<file path="src/design/stib_pkg.sv">
/*
 * Constants for the sampling-instant trim bank: register offsets,
 * register indices, widths and the value applied to an idle core.
 * Assumes a single 40 MHz register clock shared with the calibration logic.
 */
package stib_pkg;

    // ==========================================================
    // Widths
    localparam int ADDR_W = 12;
    localparam int DATA_W = 8;
    localparam int NUM_TRIM = 7;
    localparam int IDX_W = 3;

    // ==========================================================
    // Register offsets
    localparam logic [ADDR_W-1:0] OFS_CORE_A_SINGLE_FG_PHASE90 = 12'h080;
    localparam logic [ADDR_W-1:0] OFS_CORE_B_SINGLE_FG_PHASE0 = 12'h081;
    localparam logic [ADDR_W-1:0] OFS_CORE_A_SINGLE_BG_PHASE90 = 12'h082;
    localparam logic [ADDR_W-1:0] OFS_CORE_C_SINGLE_BG_PHASE0 = 12'h083;
    localparam logic [ADDR_W-1:0] OFS_CORE_C_SINGLE_BG_PHASE90 = 12'h084;
    localparam logic [ADDR_W-1:0] OFS_CORE_B_SINGLE_BG_PHASE0 = 12'h085;
    localparam logic [ADDR_W-1:0] OFS_CORE_A_DUAL_MODE = 12'h086;

    // ==========================================================
    // Register indices inside the bank
    localparam logic [IDX_W-1:0] IDX_CORE_A_SINGLE_FG_PHASE90 = 3'h0;
    localparam logic [IDX_W-1:0] IDX_CORE_B_SINGLE_FG_PHASE0 = 3'h1;
    localparam logic [IDX_W-1:0] IDX_CORE_A_SINGLE_BG_PHASE90 = 3'h2;
    localparam logic [IDX_W-1:0] IDX_CORE_C_SINGLE_BG_PHASE0 = 3'h3;
    localparam logic [IDX_W-1:0] IDX_CORE_C_SINGLE_BG_PHASE90 = 3'h4;
    localparam logic [IDX_W-1:0] IDX_CORE_B_SINGLE_BG_PHASE0 = 3'h5;
    localparam logic [IDX_W-1:0] IDX_CORE_A_DUAL_MODE = 3'h6;

    // ==========================================================
    // Values
    localparam logic [DATA_W-1:0] TRIM_IDLE = 8'h00;
    localparam logic [DATA_W-1:0] RDATA_NONE = 8'h00;

    typedef enum logic [1:0] {
        MODE_SINGLE_FG,
        MODE_SINGLE_BG,
        MODE_DUAL
    } stib_mode_e;

endpackage

</file>
<file path="src/design/stib_top.sv">
/*
 * Sampling-instant trim bank: seven 8-bit trim registers behind a plain
 * register port, and the selection of the trim applied to each core.
 * Assumes mode, calibration and phase inputs and the factory trim values
 * come from logic on CLK_I; the factory values are stable during reset.
 */
// Strobed register access was left to the implementer.
// Summary of operation
// - Each trim register value shifts its core's sampling instant via the core outputs.
// - Mode and background phase pick which register drives each core.
// - Reset loads factory trims; software reads and overwrites them, then they apply.
// - Single mode, foreground calibration: core B uses register 0x081.
// - Single mode, background calibration: core A uses register 0x082.
// - Single background calibration: core C uses 0x083 at phase zero, 0x084 at ninety.
// - Single mode, background calibration: core B uses register 0x085.
// - Dual-channel mode: core A uses register 0x086.
// - Single mode, foreground calibration: core A uses register 0x080.
`timescale 1ns/1ps

module stib_top
    import stib_pkg::*;
(
    // Clock and reset
    input wire logic CLK_I,
    input wire logic RST_I,
    // Register port
    input wire logic [stib_pkg::ADDR_W-1:0] ADDR_I,
    input wire logic [stib_pkg::DATA_W-1:0] WDATA_I,
    input wire logic WR_STB_I,
    input wire logic RD_STB_I,
    output logic [stib_pkg::DATA_W-1:0] RDATA_O,
    // Operating mode
    input wire logic DUAL_MODE_I,
    input wire logic BG_CAL_I,
    input wire logic BG_PHASE90_I,
    // Factory trim values
    input wire logic [stib_pkg::DATA_W-1:0] FACTORY_CORE_A_SINGLE_FG_PHASE90_DELAY_I,
    input wire logic [stib_pkg::DATA_W-1:0] FACTORY_CORE_B_SINGLE_FG_PHASE0_DELAY_I,
    input wire logic [stib_pkg::DATA_W-1:0] FACTORY_CORE_A_SINGLE_BG_PHASE90_DELAY_I,
    input wire logic [stib_pkg::DATA_W-1:0] FACTORY_CORE_C_SINGLE_BG_PHASE0_DELAY_I,
    input wire logic [stib_pkg::DATA_W-1:0] FACTORY_CORE_C_SINGLE_BG_PHASE90_DELAY_I,
    input wire logic [stib_pkg::DATA_W-1:0] FACTORY_CORE_B_SINGLE_BG_PHASE0_DELAY_I,
    input wire logic [stib_pkg::DATA_W-1:0] FACTORY_CORE_A_DUAL_MODE_DELAY_I,
    // Applied trims
    output logic [stib_pkg::DATA_W-1:0] CORE_A_DELAY_O,
    output logic [stib_pkg::DATA_W-1:0] CORE_B_DELAY_O,
    output logic [stib_pkg::DATA_W-1:0] CORE_C_DELAY_O
);
    import stib_pkg::*;

    // ==========================================================
    // Address decode
    // Returns {hit, index}; index is meaningless on a miss
    function automatic logic [IDX_W:0] decode_addr(input logic [ADDR_W-1:0] addr);
        logic [IDX_W:0] res;
        res = {1'b0, IDX_CORE_A_SINGLE_FG_PHASE90};
        case (addr)
            OFS_CORE_A_SINGLE_FG_PHASE90: res = {1'b1, IDX_CORE_A_SINGLE_FG_PHASE90};
            OFS_CORE_B_SINGLE_FG_PHASE0: res = {1'b1, IDX_CORE_B_SINGLE_FG_PHASE0};
            OFS_CORE_A_SINGLE_BG_PHASE90: res = {1'b1, IDX_CORE_A_SINGLE_BG_PHASE90};
            OFS_CORE_C_SINGLE_BG_PHASE0: res = {1'b1, IDX_CORE_C_SINGLE_BG_PHASE0};
            OFS_CORE_C_SINGLE_BG_PHASE90: res = {1'b1, IDX_CORE_C_SINGLE_BG_PHASE90};
            OFS_CORE_B_SINGLE_BG_PHASE0: res = {1'b1, IDX_CORE_B_SINGLE_BG_PHASE0};
            OFS_CORE_A_DUAL_MODE: res = {1'b1, IDX_CORE_A_DUAL_MODE};
            default: res = {1'b0, IDX_CORE_A_SINGLE_FG_PHASE90};
        endcase
        return res;
    endfunction

    // ==========================================================
    // Trim registers
    logic [DATA_W-1:0] factory_w [NUM_TRIM];
    logic [DATA_W-1:0] trim_r [NUM_TRIM];
    logic [DATA_W-1:0] trim_nxt [NUM_TRIM];
    logic [IDX_W:0] wr_dec;
    logic [IDX_W:0] rd_dec;
    logic [DATA_W-1:0] rdata_r;
    logic [DATA_W-1:0] rdata_nxt;

    assign factory_w[IDX_CORE_A_SINGLE_FG_PHASE90] = FACTORY_CORE_A_SINGLE_FG_PHASE90_DELAY_I;
    assign factory_w[IDX_CORE_B_SINGLE_FG_PHASE0] = FACTORY_CORE_B_SINGLE_FG_PHASE0_DELAY_I;
    assign factory_w[IDX_CORE_A_SINGLE_BG_PHASE90] = FACTORY_CORE_A_SINGLE_BG_PHASE90_DELAY_I;
    assign factory_w[IDX_CORE_C_SINGLE_BG_PHASE0] = FACTORY_CORE_C_SINGLE_BG_PHASE0_DELAY_I;
    assign factory_w[IDX_CORE_C_SINGLE_BG_PHASE90] = FACTORY_CORE_C_SINGLE_BG_PHASE90_DELAY_I;
    assign factory_w[IDX_CORE_B_SINGLE_BG_PHASE0] = FACTORY_CORE_B_SINGLE_BG_PHASE0_DELAY_I;
    assign factory_w[IDX_CORE_A_DUAL_MODE] = FACTORY_CORE_A_DUAL_MODE_DELAY_I;

    assign wr_dec = decode_addr(ADDR_I);
    assign rd_dec = decode_addr(ADDR_I);

    genvar gi;
    generate
        for (gi = 0; gi < NUM_TRIM; gi++) begin : g_trim
            always_comb begin
                trim_nxt[gi] = trim_r[gi];
                // Sync reset reloads the fuse value, so no value is undefined after the first reset edge
                if (RST_I) begin
                    trim_nxt[gi] = factory_w[gi];
                end else if (WR_STB_I && wr_dec[IDX_W] && wr_dec[IDX_W-1:0] == gi) begin
                    trim_nxt[gi] = WDATA_I;
                end
            end

            always_ff @(posedge CLK_I) begin
                trim_r[gi] <= trim_nxt[gi];
            end
        end
    endgenerate

    // ==========================================================
    // Read path
    // Data stand only in the cycle after the strobe; zero otherwise
    always_comb begin
        rdata_nxt = RDATA_NONE;
        if (!RST_I && RD_STB_I && rd_dec[IDX_W]) begin
            rdata_nxt = trim_r[rd_dec[IDX_W-1:0]];
        end
    end

    always_ff @(posedge CLK_I) begin
        rdata_r <= rdata_nxt;
    end

    assign RDATA_O = rdata_r;

    // ==========================================================
    // Trim selection per core
    stib_mode_e mode_w;
    logic [DATA_W-1:0] core_a_r;
    logic [DATA_W-1:0] core_b_r;
    logic [DATA_W-1:0] core_c_r;
    logic [DATA_W-1:0] core_a_nxt;
    logic [DATA_W-1:0] core_b_nxt;
    logic [DATA_W-1:0] core_c_nxt;

    always_comb begin
        if (DUAL_MODE_I) begin
            mode_w = MODE_DUAL;
        end else if (BG_CAL_I) begin
            mode_w = MODE_SINGLE_BG;
        end else begin
            mode_w = MODE_SINGLE_FG;
        end
    end

    // Cores without a register for the current mode get zero shift
    always_comb begin
        core_a_nxt = TRIM_IDLE;
        core_b_nxt = TRIM_IDLE;
        core_c_nxt = TRIM_IDLE;
        if (!RST_I) begin
            case (mode_w)
                MODE_SINGLE_FG: begin
                    core_a_nxt = trim_r[IDX_CORE_A_SINGLE_FG_PHASE90];
                    core_b_nxt = trim_r[IDX_CORE_B_SINGLE_FG_PHASE0];
                end
                MODE_SINGLE_BG: begin
                    core_a_nxt = trim_r[IDX_CORE_A_SINGLE_BG_PHASE90];
                    core_b_nxt = trim_r[IDX_CORE_B_SINGLE_BG_PHASE0];
                    if (BG_PHASE90_I) begin
                        core_c_nxt = trim_r[IDX_CORE_C_SINGLE_BG_PHASE90];
                    end else begin
                        core_c_nxt = trim_r[IDX_CORE_C_SINGLE_BG_PHASE0];
                    end
                end
                MODE_DUAL: begin
                    core_a_nxt = trim_r[IDX_CORE_A_DUAL_MODE];
                end
                default: begin
                    core_a_nxt = TRIM_IDLE;
                end
            endcase
        end
    end

    always_ff @(posedge CLK_I) begin
        core_a_r <= core_a_nxt;
        core_b_r <= core_b_nxt;
        core_c_r <= core_c_nxt;
    end

    // Registered outputs feed the delay lines directly
    assign CORE_A_DELAY_O = core_a_r;
    assign CORE_B_DELAY_O = core_b_r;
    assign CORE_C_DELAY_O = core_c_r;

endmodule

</file>
<file path="config.mk">
export PLATFORM = sky130hd
export DESIGN_NAME = stib_top
export DESIGN_NICKNAME = d
export VERILOG_FILES = /design/src/design/stib_pkg.sv /design/src/design/stib_top.sv
export SDC_FILE = /design/constraint.sdc
export NUM_CORES = 1
export LEC_CHECK = 0
export BUFFER_PORTS_ARGS = -buffer_cell sky130_fd_sc_hd__buf_2
export CORE_ASPECT_RATIO = 0.7
export CORE_MARGIN = 2
export CORE_UTILIZATION = 30
export CTS_BUF_LIST = sky130_fd_sc_hd__clkbuf_8
export DETAILED_ROUTE_END_ITERATION = 16
export PLACE_DENSITY_LB_ADDON = 0.3
export SLEW_MARGIN = 20
export SYNTH_ARGS = -nofsm -noshare
export SYNTH_HDL_FRONTEND = slang
export SYNTH_SLANG_ARGS = --single-unit
</file>
<file path="constraint.sdc">
create_clock -name CLK_I -period 4.6 [get_ports CLK_I]
set_input_delay 0.92 -clock CLK_I [delete_from_list [all_inputs] [get_ports CLK_I]]
set_output_delay 0.92 -clock CLK_I [all_outputs]
set_load 0.03 [all_outputs]
</file>
==> impl_summary.md, run 1 <==
Route
The first detailed-routing pass took 5 iterations. The routed wire length per instance is 16.7 um. The per-cell via count in the routed design is 4.81. The wire length reported by the detailed router is 11700 um.

The detailed router finished its first iteration with 309 violations. The remaining antenna violation count is 0. The total DRC errors in the routed layout is 0. The routed layout has 3379 vias.

Die
The die is 144 um wide. Pin placement for this block handled 115 I/O pins. Row generation in the floorplan step produced 35 rows. The placeable core area is 13200 sq um. For this configuration, the core starts out at a cell density of 30.9%. The floorplan step defined a die boundary enclosing 14600 sq um. The height of the chip is 102 um.

STA
The max-slew violation count is 0. The clock period could shrink to 2.59 ns. Measured against its own limit, the worst slew margin works out to 48.9%.

The pin slew with the least headroom to its limit is 0.765 ns. The final hold violation count is 0. Setup repair after global routing left no endpoint under its margin. Derived from the worst setup path, the maximum achievable clock frequency is 386 MHz.

The number of failing setup endpoints in the final timing report is 0. On the final layout, the worst clock skew is 0.0127 ns. The post-route clock period utilization is 56.3%. Adding up every negative setup slack in the final design gives 0 ns.

Worst setup path
For the worst flop-to-flop path, the logic depth is 4. The worst setup path startpoint is ADDR_I[1]. The setup path with the least slack is of type in2reg. The worst setup path is captured at a register.

The startpoint of the worst-slack reg-to-reg timing path is trim_r[2][1]. Data on the critical path is required at its endpoint by 4.62 ns. In this run the worst path has a maximum fanout of 35. For the worst setup path, the data arrival time is 2.61 ns.

The category of the worst setup path launch point is a primary input.

Layout
With fillers left out, the area of the finished cells amounts to 4990 sq um. Of the cells placed in the final design, the portion with a size suffix greater than 1 is 25.9%. The antenna cell count is 0. The layout net count is 595. The area growth from synthesis to layout is 21.9%.

Logic synthesis
Yosys attributes the largest share of cell area to sky130_fd_sc_hd__edfxtp_1, sky130_fd_sc_hd__dfxtp_1, sky130_fd_sc_hd__nand2_1. Of all cell types, the one taking the most synthesized area is sky130_fd_sc_hd__edfxtp_1. The number of enable flip-flop cells after synthesis is 56. In the synthesized netlist, the number of instances is 413.

The synthesized design contains 88 register bits. The most instantiated flip-flop cell in the synthesis netlist is sky130_fd_sc_hd__edfxtp_1. The sequential fraction of the synthesis area is 56.8%.

The async set or reset register ratio after synthesis is 0%. Summed over its instances, the top area cell type makes up 41.1% of the synthesized netlist area. The post-synth net total is 496. The most common cell in the synthesized netlist is sky130_fd_sc_hd__nand2_1. The post-synthesis instance area is 4090 sq um.

The Yosys warning count is 0. By count the netlist is led by sky130_fd_sc_hd__nand2_1, sky130_fd_sc_hd__edfxtp_1, sky130_fd_sc_hd__nor2_1. The synthesized netlist contains 32 unique library cells. The mean cell area of the mapped netlist is 9.90 sq um.

CTS
CTS saw 88 sinks. CTS built an H-tree with a depth of 3. Buffers added to address setup during post-CTS repair amount to 0. CTS placed an instance of sky130_fd_sc_hd__clkbuf_8 at the clock tree root. The hold-fix buffer count after cts is 0.

Clock-pin slew was measured on the worst setup and hold paths at 0.08 ns. TritonCTS built the clock tree. In this run the deepest clock path goes through 2 buffers. The total CTS buffers is 9. For the worst-skew pair, the clock arrives at the later sink with an insertion delay of 0.37 ns. In this run, post-CTS repair resized a total of 0 instances.

Min path
The tightest min-delay check is of the reg2reg type. In this run the most critical hold path is launched from trim_r[6][4]. The number of stages on the worst hold path is 2.

GRT
The first global-routing pass estimated 17700 um of wire. The total congestion overflow is 0. The via count of the first global-routing pass was 3361. The maximum number of pins on one net before global-route repair is 36. The number of antenna violations at the first check in global routing is 0.

In the global route stage, overall resource usage came out at 16.4%.

Run
Max-cap violations in this run came to 0.

Placed design
The port buffer count is 114. The final weighted congestion in routability-driven placement is 0.867. The area of placed instances is 4790 sq um.

The half-perimeter wire length of the detailed placement result is 9300 um.

Power and ir drop
The worst-case IR drop observed on VDD is 0.117 mV. For this design the static power due to leakage is 2.35 nW. The power density relative to cell area is 344 nW/um^2.

Run status
The flow ran to the end, and the final reports show no timing, DRC or antenna violations.
==> cells in the final DEF, fill, tap and decap left out <==
| cell | count |
|---|---|
| sky130_fd_sc_hd__nand3_2 | 1 |
| sky130_fd_sc_hd__a21boi_0 | 7 |
| sky130_fd_sc_hd__dfxtp_1 | 32 |
| sky130_fd_sc_hd__bufinv_16 | 1 |
| sky130_fd_sc_hd__and3_1 | 2 |
| sky130_fd_sc_hd__a21o_1 | 3 |
| sky130_fd_sc_hd__nor3b_4 | 1 |
| sky130_fd_sc_hd__a31o_2 | 1 |
| sky130_fd_sc_hd__edfxtp_1 | 56 |
| sky130_fd_sc_hd__a2111oi_0 | 1 |
| sky130_fd_sc_hd__mux2i_1 | 32 |
| sky130_fd_sc_hd__a41o_1 | 3 |
| sky130_fd_sc_hd__o311a_1 | 7 |
| sky130_fd_sc_hd__or2_2 | 1 |
| sky130_fd_sc_hd__and3b_1 | 1 |
| sky130_fd_sc_hd__o21ai_0 | 9 |
| sky130_fd_sc_hd__inv_1 | 4 |
| sky130_fd_sc_hd__nor2_1 | 34 |
| sky130_fd_sc_hd__nor2b_1 | 4 |
| sky130_fd_sc_hd__o211a_1 | 1 |
| sky130_fd_sc_hd__clkinvlp_4 | 1 |
| sky130_fd_sc_hd__a31oi_1 | 10 |
| sky130_fd_sc_hd__buf_2 | 114 |
| sky130_fd_sc_hd__nand2b_1 | 16 |
| sky130_fd_sc_hd__a2bb2oi_1 | 7 |
| sky130_fd_sc_hd__nor4_4 | 1 |
| sky130_fd_sc_hd__a21oi_1 | 24 |
| sky130_fd_sc_hd__nand4_1 | 1 |
| sky130_fd_sc_hd__clkbuf_8 | 11 |
| sky130_fd_sc_hd__nand2_1 | 121 |
| sky130_fd_sc_hd__buf_4 | 2 |
| sky130_fd_sc_hd__nor3_1 | 1 |
| sky130_fd_sc_hd__nand3_1 | 7 |
==> metal layers <==
metal / up-vias / GRT usage [%] / part of all wire [%]
li1: 1640 / - / -
met1: 1585 / 22.7 / 48
met2: 137 / 25.2 / 42
met4: 0 / 4.75 / 1.4
met5: - / 0 / 0
met3: 17 / 4.68 / 8.1
==> report_power, final <==
group | internal (mW) | total (mW) | switching, mW
Combinational | 0.0904 | 0.238 | 0.148
Clock | 0.275 | 0.534 | 0.259
Sequential | 0.908 | 0.945 | 0.0369
Total | 1.27 | 1.72 | 0.443
==> critical path, stage by stage <==
cell and delay [ns]:
sky130_fd_sc_hd__buf_2 0.44, sky130_fd_sc_hd__nor2b_1 0.69, sky130_fd_sc_hd__a41o_1 0.54
==> cells by family after synthesis <==
kind of cell	Yosys count	share of synthesized area, %
and+or+nand+nor	191	20.3
DFF	88	56.8
AOI/OAI and AO/OA	73	12.0
muxes	32	7.83
buffers and inverters	29	3.06
==> area by class of cell <==
cell class / count / area, sq um
tap: 185 / 231
inverter: 1 / 3.75
fill: 1374 / 8240
clock buffer: 11 / 151
clock inverter: 5 / 48.8
sequential: 88 / 2320
timing repair buffer: 116 / 586
multi-input combinational: 296 / 1640
==> stage by stage <==
step                      hold slack (ns)  utilization (%)  power, mW  instances  setup WS (ns)
after floorplan                     0.477                -       1.10        413           2.34
after global routing                0.576             37.7       1.80        702           1.87
after CTS                           0.536             37.7       1.73        702           2.03
final                               0.535             37.7       1.72        702           2.01
after global placement              0.524             36.2       1.20        686           1.75
after detailed placement            0.518             36.2       1.20        686           1.63
==> state kept, by name, indices dropped and copies added, names as in the netlist <==
register        cells
trim_r             56
CORE_A_DELAY_O      8
CORE_B_DELAY_O      8
CORE_C_DELAY_O      8
RDATA_O             8
==> worst paths after layout <==
path	endpoint	slack [ns]
max	trim_r[6][7]	2.01
min	CORE_A_DELAY_O[4]	0.53
max reg2reg	RDATA_O[1]	3.16
min reg2reg	CORE_A_DELAY_O[4]	0.53
Power figures use the tool's default switching activity.
==> run 2, diff against run 1 <==
==> constraint.sdc (replaced) <==
create_clock -name CLK_I -period 2.41 [get_ports CLK_I]
set_input_delay 0.482 -clock CLK_I [delete_from_list [all_inputs] [get_ports CLK_I]]
set_output_delay 0.482 -clock CLK_I [all_outputs]
set_load 0.03 [all_outputs]
==> impl_summary.md, run 2 (synthesis results as in run 1) <==
Layout
The count of non-filler cells in the finished layout is 711. Leaving out fill and tap cells, the most frequent cell in the layout is sky130_fd_sc_hd__nand2_1. After the last flow step, the layout net total stands at 604. The antenna cell count is 0. In the layout the commonest cells are sky130_fd_sc_hd__nand2_1, sky130_fd_sc_hd__buf_2, sky130_fd_sc_hd__edfxtp_1. The number of flip-flops under the largest register name is 56. In the final layout, the share of cells above drive strength 1 is 27.8%. The area growth from synthesis to layout is 23.3%. More flip-flops sit in one register than any other, and that register is trim_r.

Power and ir drop
The overall power is 3.19 mW. The internal power of the cells is 2.32 mW. The switching power summed over all nets is 0.870 mW. The share of total power dissipated in the clock network is 28.8%. Combinational cells account for 14.9% of the total power. The portion of total power attributed to sequential cells is 56.4%.

Net switching is 27.3% of the power. For this design the ratio of total power to cell area is 632 nW/um^2. The analysis attributes to cell leakage a power of 2.38 nW. The worst vdd rail ir drop is 0.223 mV.

STA
The post-route clock period utilization is 76.3%. On the final layout, the worst clock skew is 0.0111 ns. The final hold violation count came to 0. The worst slew margin relative to its limit is 62.4%. The worst path needs 1.84 ns of the cycle, external delays included. Setup repair after global routing left no endpoint under its margin. Setup total negative slack on the finished layout was measured at 0 ns. Setup violations remaining at the end of the flow were counted as 0. The pin slew with the least headroom to its limit is 0.565 ns. The maximum clock frequency is 544 MHz. The max-slew violation count is 0.

CTS
After clock tree synthesis, the clock-pin slew on the worst setup and hold paths is 0.09 ns. In this run the post-CTS setup repair buffer count came out at 0. The H-tree depth reported by CTS is 3. The number of clock buffers added by TritonCTS is 9. The number of sinks driven by the clock tree is 88.

Counting along the longest clock path gives a buffer depth of 2. The root buffer selected by CTS is sky130_fd_sc_hd__clkbuf_8. Once the clock tree was built, the resizer swapped 0 gates to a different size. Buffers inserted to repair hold after CTS numbered 0. The clock reaches the later pin of the worst-skew pair after 0.37 ns.

The CTS tree is done.

Die
The initial standard-cell utilization of the core is 30.9%. The height of the chip is 102 um. The floorplan step set the die width to 144 um. In this run the count of I/O pins placed on the die edge is 115. The die covers 14600 sq um. The placeable core area is 13200 sq um. The total number of placement rows is 35.

Route
The detailed router finished its first iteration with 314 violations. After detailed routing, the total wire length is 11800 um. The first detailed-routing pass ran for 5 iterations. The detailed-route via count is 3418. After detailed routing, the number of remaining DRC violations is 0.

The detail route stage leaves a number of antenna-violating nets equal to 0. The routed wire length per instance is 16.6 um. The per-cell via count in the routed design is 4.81.

GRT
The via count of the first global-routing pass is 3455. For this run the aggregate overflow at the end of global routing stands at 0. The number of antenna violations at the first check in global routing is 0. The first global-routing pass estimated 17800 um of wire. The maximum number of pins on one net before global-route repair is 30. Global routing used 16.6% of the available tracks.

Placed design
The number of cells in the design after placement is 695. The final weighted congestion in routability-driven placement is 0.855. After legalization and detailed placement, the total HPWL measured 9400 um. The port buffer count is 114.

Worst setup path
For the worst setup path, the data arrival time is 1.86 ns. STA classifies the critical path startpoint as a primary input. By startpoint and endpoint, the worst setup path is classified as in2reg. In this run the worst path has a maximum fanout of 11. The largest single stage delay on the critical path is 0.47 ns. The critical path capture point type is a register. At the worst endpoint, the required time is 2.43 ns.

Among all stages on the critical path, the largest delay is contributed by sky130_fd_sc_hd__a41o_1. The critical path goes through buf_2 > nor4_4 > and3_1 > buf_4 > a41o_1.

Min path
The tightest min-delay check is of the in2reg type.

Run status
The flow ran to the end, and the final reports show no timing, DRC or antenna violations.

Run
The max capacitance violation total is 0.
run 2: changes by cell type in the layout (fill, tap and decap cells not counted), sizes merged:
cell    previous run  this run
clkinv             0         3
clkbuf            11        10
buf              116       125
inv                4         3
bufinv             1         0
run 2: through the flow:
step / utilization (%) / area, sq um / worst slack (ns) / hold WS [ns]
after floorplan: - / 4090 / 0.591 / 0.477
after global placement: 36.8 / 4870 / 0.254 / 0.513
after detailed placement: 36.8 / 4870 / 0.199 / 0.515
after CTS: 38.1 / 5040 / 0.590 / 0.372
after global routing: 38.1 / 5040 / 0.502 / 0.386
final: 38.1 / 5040 / 0.572 / 0.383
run 2: path summary, 6_finish.rpt:
| kind | start | endpoint | slack, ns | cells after the start |
|---|---|---|---|---|
| setup / recovery | ADDR_I[9] | trim_r[5][5] | 0.57 | 5 |
| hold / removal | FACTORY_CORE_A_DUAL_MODE_DELAY_I[5] | trim_r[6][5] | 0.38 | 3 |
| hold reg to reg | trim_r[5][7] | CORE_B_DELAY_O[7] | 0.53 | 2 |
| setup reg to reg | trim_r[2][1] | RDATA_O[1] | 1.09 | 4 |
run 2: final cells by class:
| class | instances | area (sq um) |
|---|---|---|
| clock buffers | 10 | 138 |
| repair buffers | 125 | 666 |
| inverters | 1 | 3.75 |
| well taps | 185 | 231 |
| clock inverters | 6 | 41.3 |
| multi-input cells | 296 | 1640 |
| fillers | 1374 | 8180 |
| flip-flops and latches | 88 | 2320 |
run 2: metal layers:
layer	routed length, um	vias up	global-route usage, %
met1	5720	1585	23.2
met5	0	-	0
met4	206	0	5.73
li1	-	1653	-
met3	980	21	5.06
met2	4920	159	24.4
run 2: worst max-delay path, delay by kind of cell:
kind                   cells  cell delay (ns)
buffers and inverters      2             0.30
AOI/OAI and AO/OA          1             0.47
and+or+nand+nor            2             0.59
run 2: power by group through the flow:
stage	Combinational, mW	Clock, mW	Sequential [mW]
2_1_floorplan	0.247	0	1.85
3_3_place_gp	0.467	0	1.83
3_5_place_dp	0.474	0	1.83
4_1_cts	0.475	0.952	1.80
5_1_grt	0.524	1.01	1.81
6_report	0.474	0.918	1.80
